## config.mk

```make
export PLATFORM = sky130hd
export DESIGN_NAME = pulsed_reactivity_count_sequencer
export DESIGN_NICKNAME = d
export VERILOG_FILES = /design/src/inc/prc_pkg.sv /design/src/inc/scan_if.sv /design/src/rtl/pulsed_reactivity_count_sequencer.sv /design/src/rtl/step_scanner.sv
export SDC_FILE = /design/constraint.sdc
export NUM_CORES = 1
export LEC_CHECK = 0
export BUFFER_PORTS_ARGS = -buffer_cell sky130_fd_sc_hd__buf_2
export CORE_UTILIZATION = 56
export CTS_CLUSTER_DIAMETER = 100
export CTS_CLUSTER_SIZE = 40
export DETAILED_ROUTE_END_ITERATION = 6
export PLACE_DENSITY = 0.82
export SYNTH_ARGS = -nofsm -noshare
export SYNTH_HDL_FRONTEND = slang
export SYNTH_HIERARCHICAL = 1
export SYNTH_SLANG_ARGS = --single-unit
```

## constraint.sdc

```tcl
create_clock -name clock_i -period 3.62 [get_ports clock_i]
set_input_delay 0 -clock clock_i [delete_from_list [all_inputs] [get_ports clock_i]]
set_output_delay 0 -clock clock_i [all_outputs]
set_load 0.03 [all_outputs]
```

## src/inc/prc_pkg.sv

```systemverilog
`default_nettype none

package prc_pkg;

   // timing
   localparam int unsigned CLK_HZ        = 50_000_000;
   localparam int unsigned BASE_HZ       = 50_000;
   localparam int unsigned BASE_DIV_CYC  = CLK_HZ / BASE_HZ;
   localparam int unsigned SCAN_HZ       = 1;
   localparam int unsigned SCAN_STEP_CYC = CLK_HZ / SCAN_HZ;

   // channels and scanner positions
   localparam int unsigned NCHAN    = 11;
   localparam logic [3:0]  HOME_POS = 4'hb;

   // register byte offsets
   localparam logic [7:0] OFF_CTRL  = 8'h00;
   localparam logic [7:0] OFF_CFG   = 8'h04;
   localparam logic [7:0] OFF_STAT  = 8'h08;
   localparam logic [7:0] OFF_SCAN  = 8'h0c;
   localparam logic [7:0] OFF_COUNT = 8'h40;
   localparam logic [7:0] CNT_MASK  = 8'hc3;

   // control bits (write pulses)
   localparam int unsigned CTRL_START = 0;
   localparam int unsigned CTRL_STOP  = 1;
   localparam int unsigned CTRL_CLEAR = 2;

   // configuration fields
   localparam int unsigned CFG_WIDTH_LSB = 0;
   localparam int unsigned CFG_DELAY_LSB = 8;
   localparam int unsigned CFG_CYC_LSB   = 12;
   localparam int unsigned CFG_RATE_LSB  = 16;
   localparam logic [6:0]  WIDTH_RST     = 7'h01;
   localparam logic [6:0]  WIDTH_MAX     = 7'h64;
   localparam logic [3:0]  DELAY_RST     = 4'h1;
   localparam logic [3:0]  DELAY_MAX     = 4'ha;
   localparam logic [1:0]  CYC_RST       = 2'h0;
   localparam logic [3:0]  RATE_RST      = 4'h1;
   localparam logic [3:0]  RATE_MAX      = 4'ha;

   // run lengths
   localparam logic [9:0] RUN_10   = 10'h00a;
   localparam logic [9:0] RUN_100  = 10'h064;
   localparam logic [9:0] RUN_1000 = 10'h3e8;

   typedef enum logic [3:0] {
      SEQ_IDLE  = 4'b0001,
      SEQ_WAIT  = 4'b0010,
      SEQ_DELAY = 4'b0100,
      SEQ_GATE  = 4'b1000
   } seq_state_t;

endpackage

`default_nettype wire

```

## src/inc/scan_if.sv

```systemverilog
`timescale 1ns/1ns
`default_nettype none

interface scan_if;
   logic       start;
   logic       manual;
   logic       all_open;
   logic [3:0] pos;
   logic       coil;
   modport ctl (output start, output manual, output all_open,
                input pos, input coil);
   modport scn (input start, input manual, input all_open,
                output pos, output coil);
endinterface

`default_nettype wire

```

## src/rtl/pulsed_reactivity_count_sequencer.sv

```systemverilog
// Added by the designer: the address map and the APB slave port.
`timescale 1ns/1ns
`default_nettype none

module pulsed_reactivity_count_sequencer #(
   parameter int unsigned CNT_W    = 20,
   parameter int unsigned STEP_CYC = prc_pkg::SCAN_STEP_CYC,
   parameter int unsigned BASE_CYC = prc_pkg::BASE_DIV_CYC,
   parameter int unsigned REP_ACC  = prc_pkg::BASE_HZ
) (
   // clock and reset
   input  wire logic                    clock_i,
   input  wire logic                    rst_b_i,
   // apb slave
   input  wire logic                    psel_i,
   input  wire logic                    penable_i,
   input  wire logic                    pwrite_i,
   input  wire logic [7:0]              paddr_i,
   input  wire logic [31:0]             pwdata_i,
   output logic      [31:0]             prdata_o,
   output logic                         pready_o,
   output logic                         pslverr_o,
   // pins
   input  wire logic                    detector_i,
   input  wire logic                    scan_start_button_i,
   input  wire logic                    manual_scan_select_i,
   input  wire logic [2:0]              interrupter_open_i,
   output logic                         pulsed_source_trigger_o,
   output logic                         operate_o,
   output logic [prc_pkg::NCHAN-1:0]    gate_stage_o,
   output logic                         scan_coil_o,
   output logic [3:0]                   scan_pos_o,
   output logic [CNT_W-1:0]             scan_count_o
);
   import prc_pkg::*;

   function automatic logic [6:0] clamp(input logic [6:0] v,
                                        input logic [6:0] mx);
      if (v == 7'h00) return 7'h01;
      else if (v > mx) return mx;
      else return v;
   endfunction

   // pin synchronisers
   logic [5:0] pin_raw;
   logic [5:0] sync1_q;
   logic [5:0] sync2_q;
   logic       det_prev_q;
   logic       det_pulse;

   assign pin_raw = {interrupter_open_i, manual_scan_select_i,
                     scan_start_button_i, detector_i};

   always_ff @(posedge clock_i or negedge rst_b_i) begin
      if (!rst_b_i) begin
         sync1_q    <= 6'h00;
         sync2_q    <= 6'h00;
         det_prev_q <= 1'b0;
      end else begin
         sync1_q    <= pin_raw;
         sync2_q    <= sync1_q;
         det_prev_q <= sync2_q[0];
      end
   end
   assign det_pulse = sync2_q[0] & ~det_prev_q;

   // apb decode
   logic       acc;
   logic       wr_fire;
   logic       sel_ctrl;
   logic       sel_cfg;
   logic       sel_stat;
   logic       sel_scan;
   logic       sel_cnt;
   logic       mapped;
   logic [3:0] cnt_idx;
   logic       pready_q;
   logic       pslverr_q;
   logic [31:0] prdata_q;
   logic [31:0] rd_word;

   assign acc      = psel_i & penable_i & ~pready_q;
   assign wr_fire  = psel_i & penable_i & pready_q & pwrite_i;
   assign sel_ctrl = paddr_i == OFF_CTRL;
   assign sel_cfg  = paddr_i == OFF_CFG;
   assign sel_stat = paddr_i == OFF_STAT;
   assign sel_scan = paddr_i == OFF_SCAN;
   assign cnt_idx  = paddr_i[5:2];
   assign sel_cnt  = ((paddr_i & CNT_MASK) == OFF_COUNT) &&
                     (cnt_idx < 4'(NCHAN));
   assign mapped   = sel_ctrl | sel_cfg | sel_stat | sel_scan | sel_cnt;

   logic start_wr;
   logic stop_wr;
   logic clr_wr;
   assign start_wr = wr_fire & sel_ctrl & pwdata_i[CTRL_START];
   assign stop_wr  = wr_fire & sel_ctrl & pwdata_i[CTRL_STOP];
   assign clr_wr   = wr_fire & sel_ctrl & pwdata_i[CTRL_CLEAR];

   // configuration
   logic [6:0] width_q;
   logic [3:0] delay_q;
   logic [1:0] cyc_sel_q;
   logic [3:0] rate_q;
   logic [6:0] width_sel;
   logic [6:0] delay_c;
   logic [6:0] rate_c;
   logic [3:0] delay_sel;
   logic [3:0] rate_sel;
   logic [9:0] target;

   always_ff @(posedge clock_i or negedge rst_b_i) begin
      if (!rst_b_i) begin
         width_q   <= WIDTH_RST;
         delay_q   <= DELAY_RST;
         cyc_sel_q <= CYC_RST;
         rate_q    <= RATE_RST;
      end else if (wr_fire && sel_cfg) begin
         width_q   <= pwdata_i[CFG_WIDTH_LSB +: 7];
         delay_q   <= pwdata_i[CFG_DELAY_LSB +: 4];
         cyc_sel_q <= pwdata_i[CFG_CYC_LSB +: 2];
         rate_q    <= pwdata_i[CFG_RATE_LSB +: 4];
      end
   end

   assign width_sel = clamp(width_q, WIDTH_MAX);
   assign delay_c   = clamp({3'h0, delay_q}, {3'h0, DELAY_MAX});
   assign rate_c    = clamp({3'h0, rate_q}, {3'h0, RATE_MAX});
   assign delay_sel = delay_c[3:0];
   assign rate_sel  = rate_c[3:0];
   assign target    = (cyc_sel_q == 2'h0) ? RUN_10 :
                      (cyc_sel_q == 2'h1) ? RUN_100 : RUN_1000;

   // base tick, channel width and repetition timing
   localparam int unsigned BW = $clog2(BASE_CYC);
   logic [BW-1:0] base_q;
   logic          base_tick;
   logic [6:0]    wdiv_q;
   logic          width_tick;
   logic [16:0]   acc_q;
   logic [16:0]   rep_sum;
   logic          rep_tick;
   logic          trig;

   assign base_tick  = base_q == BW'(BASE_CYC - 1);
   assign width_tick = base_tick & (wdiv_q == width_sel - 7'h01);
   assign rep_sum    = acc_q + {13'h0000, rate_sel};
   assign rep_tick   = base_tick & (rep_sum >= 17'(REP_ACC));

   always_ff @(posedge clock_i or negedge rst_b_i) begin
      if (!rst_b_i) begin
         base_q <= '0;
         wdiv_q <= 7'h00;
         acc_q  <= 17'h00000;
      end else begin
         base_q <= base_tick ? '0 : base_q + BW'(1);
         if (trig || width_tick) begin
            wdiv_q <= 7'h00;
         end else if (base_tick) begin
            wdiv_q <= wdiv_q + 7'h01;
         end
         if (base_tick) begin
            acc_q <= rep_tick ? rep_sum - 17'(REP_ACC) : rep_sum;
         end
      end
   end

   // measuring sequence
   seq_state_t      state_q;
   seq_state_t      state_d;
   logic [3:0]      dcnt_q;
   logic [9:0]      cyc_q;
   logic            done_q;
   logic            stop_q;
   logic            halt;
   logic            cyc_end;
   logic            last_cyc;
   logic            trig_q;
   logic            operate_q;
   logic [NCHAN-1:0] stage_q;

   assign cyc_end  = (state_q == SEQ_GATE) & width_tick &
                     stage_q[NCHAN-1];
   assign last_cyc = (cyc_q + 10'h001) == target;
   assign trig     = (state_q == SEQ_WAIT) & rep_tick & ~stop_q & ~clr_wr;
   assign halt     = (state_q != SEQ_IDLE) & (state_d == SEQ_IDLE);

   always_comb begin
      state_d = state_q;
      unique case (state_q)
         SEQ_IDLE: begin
            if (start_wr && !done_q) state_d = SEQ_WAIT;
         end
         SEQ_WAIT: begin
            if (stop_q) state_d = SEQ_IDLE;
            else if (rep_tick) begin
               state_d = (delay_sel == 4'h1) ? SEQ_GATE : SEQ_DELAY;
            end
         end
         SEQ_DELAY: begin
            if (width_tick && (dcnt_q + 4'h1 == delay_sel - 4'h1)) begin
               state_d = SEQ_GATE;
            end
         end
         SEQ_GATE: begin
            if (cyc_end) begin
               state_d = (last_cyc || stop_q) ? SEQ_IDLE : SEQ_WAIT;
            end
         end
         default: state_d = SEQ_IDLE;
      endcase
      if (clr_wr) state_d = SEQ_IDLE;
   end

   always_ff @(posedge clock_i or negedge rst_b_i) begin
      if (!rst_b_i) begin
         state_q   <= SEQ_IDLE;
         trig_q    <= 1'b0;
         operate_q <= 1'b0;
      end else begin
         state_q   <= state_d;
         trig_q    <= trig;
         operate_q <= state_d != SEQ_IDLE;
      end
   end

   always_ff @(posedge clock_i or negedge rst_b_i) begin
      if (!rst_b_i) begin
         dcnt_q  <= 4'h0;
         cyc_q   <= 10'h000;
         done_q  <= 1'b0;
         stop_q  <= 1'b0;
         stage_q <= NCHAN'(1);
      end else if (clr_wr) begin
         dcnt_q  <= 4'h0;
         cyc_q   <= 10'h000;
         done_q  <= 1'b0;
         stop_q  <= 1'b0;
         stage_q <= NCHAN'(1);
      end else begin
         if (trig) dcnt_q <= 4'h0;
         else if (state_q == SEQ_DELAY && width_tick) dcnt_q <= dcnt_q + 4'h1;
         if (cyc_end) begin
            cyc_q <= cyc_q + 10'h001;
            if (last_cyc) done_q <= 1'b1;
         end
         // a stop write in the halting cycle stays pending
         stop_q <= stop_wr | (stop_q & ~halt & ~start_wr);
         if (state_q == SEQ_GATE && width_tick) begin
            stage_q <= {stage_q[NCHAN-2:0], stage_q[NCHAN-1]};
         end
      end
   end

   // channel counters
   logic [CNT_W-1:0] cnt_q [NCHAN];
   logic [NCHAN-1:0] hit;

   genvar gi;
   generate
      for (gi = 0; gi < NCHAN; gi++) begin : g_chan
         assign hit[gi] = det_pulse & stage_q[gi] & (state_q != SEQ_IDLE);
         always_ff @(posedge clock_i or negedge rst_b_i) begin
            if (!rst_b_i) begin
               cnt_q[gi] <= '0;
            end else if (clr_wr) begin
               cnt_q[gi] <= '0;
            end else if (hit[gi]) begin
               cnt_q[gi] <= cnt_q[gi] + CNT_W'(1);
            end
         end
      end
   endgenerate

   // scanner
   scan_if sc_if ();
   logic [CNT_W-1:0] scan_cnt_q;

   assign sc_if.start    = sync2_q[1];
   assign sc_if.manual   = sync2_q[2];
   assign sc_if.all_open = &sync2_q[5:3];

   step_scanner #(
      .STEP_CYC (STEP_CYC)
   ) u_scan (
      .clock_i (clock_i),
      .rst_b_i (rst_b_i),
      .sc      (sc_if.scn)
   );

   always_ff @(posedge clock_i or negedge rst_b_i) begin
      if (!rst_b_i) begin
         scan_cnt_q <= '0;
      end else begin
         scan_cnt_q <= (sc_if.pos < 4'(NCHAN)) ? cnt_q[sc_if.pos] : '0;
      end
   end

   // register read and answer
   logic [31:0] cfg_word;
   logic [31:0] stat_word;
   assign cfg_word  = {12'h000, rate_q, 2'h0, cyc_sel_q, delay_q,
                       1'b0, width_q};
   assign stat_word = {11'h000, sc_if.coil, sc_if.pos, 2'h0, cyc_q,
                       1'b0, stop_q, done_q, operate_q};
   assign rd_word   = sel_cfg  ? cfg_word :
                      sel_stat ? stat_word :
                      sel_scan ? {{(32-CNT_W){1'b0}}, scan_cnt_q} :
                      sel_cnt  ? {{(32-CNT_W){1'b0}}, cnt_q[cnt_idx]} :
                      32'h0000_0000;

   always_ff @(posedge clock_i or negedge rst_b_i) begin
      if (!rst_b_i) begin
         pready_q  <= 1'b0;
         pslverr_q <= 1'b0;
         prdata_q  <= 32'h0000_0000;
      end else begin
         pready_q  <= acc;
         pslverr_q <= acc & ~mapped;
         if (acc && !pwrite_i) prdata_q <= rd_word;
      end
   end

   assign prdata_o                = prdata_q;
   assign pready_o                = pready_q;
   assign pslverr_o               = pslverr_q;
   assign pulsed_source_trigger_o = trig_q;
   assign operate_o               = operate_q;
   assign gate_stage_o            = stage_q;
   assign scan_coil_o             = sc_if.coil;
   assign scan_pos_o              = sc_if.pos;
   assign scan_count_o            = scan_cnt_q;
endmodule

`default_nettype wire

```

## src/rtl/step_scanner.sv

```systemverilog
`timescale 1ns/1ns
`default_nettype none

module step_scanner #(
   parameter int unsigned STEP_CYC = prc_pkg::SCAN_STEP_CYC
) (
   // clock and reset
   input  wire logic clock_i,
   input  wire logic rst_b_i,
   // scanner signals
   scan_if.scn       sc
);
   import prc_pkg::*;

   localparam int unsigned OW = $clog2(STEP_CYC + 1);

   logic [OW-1:0] osc_q;
   logic          osc_tick;
   logic          set_ok;
   logic          step_q;
   logic [3:0]    pos_q;
   logic          done_step;

   assign osc_tick  = osc_q == OW'(STEP_CYC - 1);
   // set path: start bridges the off-normal contact, manual opens it
   assign set_ok    = sc.start | (~sc.manual & (pos_q != HOME_POS));
   assign done_step = step_q & sc.all_open;

   always_ff @(posedge clock_i or negedge rst_b_i) begin
      if (!rst_b_i) begin
         osc_q <= '0;
      end else begin
         osc_q <= osc_tick ? '0 : osc_q + OW'(1);
      end
   end

   always_ff @(posedge clock_i or negedge rst_b_i) begin
      if (!rst_b_i) begin
         step_q <= 1'b0;
         pos_q  <= HOME_POS;
      end else begin
         step_q <= (osc_tick & set_ok) | (step_q & ~sc.all_open);
         if (done_step) begin
            pos_q <= (pos_q == HOME_POS) ? 4'h0 : pos_q + 4'h1;
         end
      end
   end

   assign sc.pos  = pos_q;
   assign sc.coil = step_q;
endmodule

`default_nettype wire

```

==> results_dict.tcl <==
set metrics [dict create \
    cp.arrival_ns 4.18 \
    grt_pass1_vias 18580 \
    fp.dieArea_um2 41930 \
    yosys.area.top_type_share 0.4162 \
    chipWidth_um 204.8 \
    layout_commonest_cell "dfrtp_1" \
    io_buffers 96 \
    p_sw_mw 1.764 \
    initial_core_util 0.5730 \
    grt_pass1_wl_mm 101.4 \
    firstDrtPassIters 6 \
    final_util 0.6337 \
    hold_path.class "in -> async" \
    path_cells "inv_2 > maj3_2 > ha_4 > fa_2 > a21o_1 > a21oi_2 > xnor2_1 > ha_2 > nor4b_4 > o2111ai_2 > o311ai_4 > a2bb2oi_4 > or3_4 > a21oi_2 > xor2_1" \
    ys.flop_type "dfrtp_1" \
    drive_gt1_frac 0.1545 \
    worst_setup_path_end_kind "flip-flop" \
    ir_worst_vdd_v 0.0002975 \
    final_cells 3025 \
    cts_buffer_depth 3 \
    antenna_found_initial 3 \
    pre_cts_ws_ns -0.2340 \
    setup_viol 8 \
    worstSkewPairLatency_ns 0.57 \
    status "finished, violations left" \
    wl_per_cell_um 21.33 \
    finalMaxSlewViolations 0 \
    use_met1 0.4062 \
    p_leak_nw 10.91 \
    fin_area_um2 25470 \
    path_max_fanout 4 \
    syn_inst 2397 \
    fin_worst_skew_ns 0.04421 \
    drcViolationCount 0 \
    tightest_slew_ns 1.102 \
    grtUsageMet3 0.06363 \
    ys_seq_area_frac 0.4253 \
    cts_made_buffers 15 \
    netlist_area_um2 23030 \
    cap_violations 0 \
    path_class "reg -> reg" \
    worstPathRequired_ns 4.10 \
    r2r_slack_ns -0.08 \
    ant_nets 0 \
    r2r-start "rate_q[3]$_DFFE_PN0P_" \
    reg2regPathDepth 15 \
    areaGrowthSynthToFinish_pct 10.61 \
    grt_max_degree 103 \
    netlist.top_cell.by_area "dfrtp_1" \
    slowest_delay_ns 0.40 \
    layout_common_cells "dfrtp_1, nor2_1, nand2_1" \
    grt_usage 0.3081 \
    synth_area_leaders "dfrtp_1, mux4_2, xor2_1, nor2_1, mux2i_1" \
    place_area_um2 24370 \
    grt_remaining_overflow 0 \
    via_count 19390 \
    gp_congestion 0.9420 \
    synthArstFlopShare 1.000 \
    synth-edff-count 0 \
    cpMaxStageDelayCell "dfrtp_1" \
    hpwlAfterDp_mm 45.77 \
    timing.final.crit_share 1.021 \
    std_cell_rows 73 \
    clock-sinks 391 \
    final_nets 2570 \
    combPwrFrac 0.048 \
    cts_root_buf "clkbuf_16" \
    crit_buf_inv 1 \
    post_drt_via_cell_ratio 6.409 \
    max_freq_mhz 270.5 \
    period_needed_ns 3.697 \
    drt-initial-drc-count 1980 \
    failed_checks "setup timing" \
    clkPwrFrac 0.332 \
    cts_tree "built" \
    clk_pin_slew_ns 0.13 \
    crit_top_cell "a21oi_2" \
    slew_headroom 0.2651 \
    htree_num_levels 1 \
    synth_cell_type_count 78 \
    grt.busiest_layer "met2" \
    hold_viol 0 \
    worst_slack_ns -0.07669 \
    grt_use_met2 0.5036 \
    routed_wl_mm 64.54 \
    avgSynthCellArea_um2 9.607 \
    r2r-end "acc_q[10]$_DFFE_PN0N_" \
    cp-start-kind "flip-flop" \
    p_sw_frac 0.2485 \
    p_int_mw 5.333 \
    synth-seq-cells 391 \
    powerDensity_nw_per_um2 278.6 \
    io_pins 123 \
    rsz0062_at_grt "yes" \
    seq_power_share 0.620 \
    dp.cells 2961 \
    path_delay_family "compound AO/OA/AOI/OAI gates" \
    dieHeight_um 204.8 \
    core-area_um2 40190 \
    yosysWarnings 6 \
    holdWs_ns 0.03522 \
]
## Yosys cell counts, types with 14 or more instances
cell and number:
mux4_2 80, xnor2_1 80, buf_1 22, o21ai_0 88, and2_1 20, nand2_1 196
nand3_1 88, o22ai_1 41, nand4_1 61, inv_1 42, and3_1 50, or3_1 57
ha_1 26, o31ai_1 18, nor3_1 39, and4_1 14, dfrtp_1 383, a21oi_1 155
clkbuf_1 109, nor2_1 355, mux2i_1 96, xor2_1 168, mux2_2 16
## registers in the layout, indices dropped and copies added, names as in the netlist, 10 cells and up
name	count
cyc_q	10
u_scan/osc_q	26
gate_stage_o	11
scan_count_o	20
base_q	10
acc_q	17
cnt_q	220
prdata_o	21
## worst reg2reg max path: cells and delay by family (launching register included)
kind | cells | cell delay (ns)
buffers and inverters | 1 | 0.05
AOI/OAI and AO/OA | 6 | 1.23
DFF | 1 | 0.40
xor gates and xnor gates | 2 | 0.29
adders and majority gates | 4 | 1.09
and+or+nand+nor | 2 | 0.58
## worst max path at each step
stage | from | endpoint | slack [ns] | cells past startpoint
final | rate_q[3]$_DFFE_PN0P_ | acc_q[10]$_DFFE_PN0N_ | -0.08 | 15
after global routing | rate_q[3]$_DFFE_PN0P_ | acc_q[4]$_DFFE_PN0N_ | -0.23 | 17
after CTS | rate_q[2]$_DFFE_PN0P_ | acc_q[10]$_DFFE_PN0N_ | -0.03 | 15
after detailed placement | rate_q[2]$_DFFE_PN0P_ | acc_q[10]$_DFFE_PN0N_ | -0.23 | 15
after global placement | rate_q[2]$_DFFE_PN0P_ | acc_q[10]$_DFFE_PN0N_ | -0.21 | 15
after floorplan | rate_q[2]$_DFFE_PN0P_ | acc_q[10]$_DFFE_PN0N_ | 0.002 | 15
## layout make-up
type	instances	area (µm²)
Antenna cell	1	2.502
Clock buffer	18	386.6
Clock inverter	6	106.4
Fill cell	3161	14720
Inverter	42	157.7
Multi-Input combinational cell	1818	12730
Sequential cell	391	9798
Tap cell	525	656.9
Timing Repair Buffer	224	1632
## timing repair
action,in CTS,in global routing
endpoints found under the setup margin,27,51
hold buffers,28,0
setup buffers,2,9
pin swaps,3,26
gates cloned,0,1
hold endpoints to repair,121,0
resized for setup,12,37
## through the flow
step / power, mW / setup TNS, ns
after floorplan: 4.630 / 0
after global placement: 4.783 / -0.9517
after detailed placement: 4.791 / -1.593
after CTS: 7.116 / -0.05710
after global routing: 7.300 / -1.917
final: 7.096 / -0.3619
## cell families (layout without fill, tap and decap cells)
logic type / Yosys count / count (layout) / share of synthesized area
simple gates: 944 / 944 / 0.1962
compound gates: 395 / 395 / 0.1054
flops: 391 / 391 / 0.4253
xor+xnor: 248 / 248 / 0.09433
buf+inv: 198 / 290 / 0.03537
mux: 192 / 192 / 0.1278
fa+ha+maj: 28 / 28 / 0.01543
other cells: 1 / 12 / 0.0001629
## power groups by stage
| stage | Combinational [mW] | Sequential, mW | Clock [mW] |
|---|---|---|---|
| floorplan | 0.145 | 4.49 | 0 |
| finish | 0.339 | 4.40 | 2.36 |
| CTS | 0.336 | 4.40 | 2.38 |
| detailed placement | 0.312 | 4.48 | 0 |
| global placement | 0.305 | 4.48 | 0 |
| global route | 0.368 | 4.40 | 2.53 |
## per-layer routing
metal,vias to the layer above,wire length [µm]
met4,4,2386
met1,9630,25570
met3,156,5949
li1,8659,-
met5,-,27
met2,938,30600
Note: power is estimated with default switching activity, not from simulation.
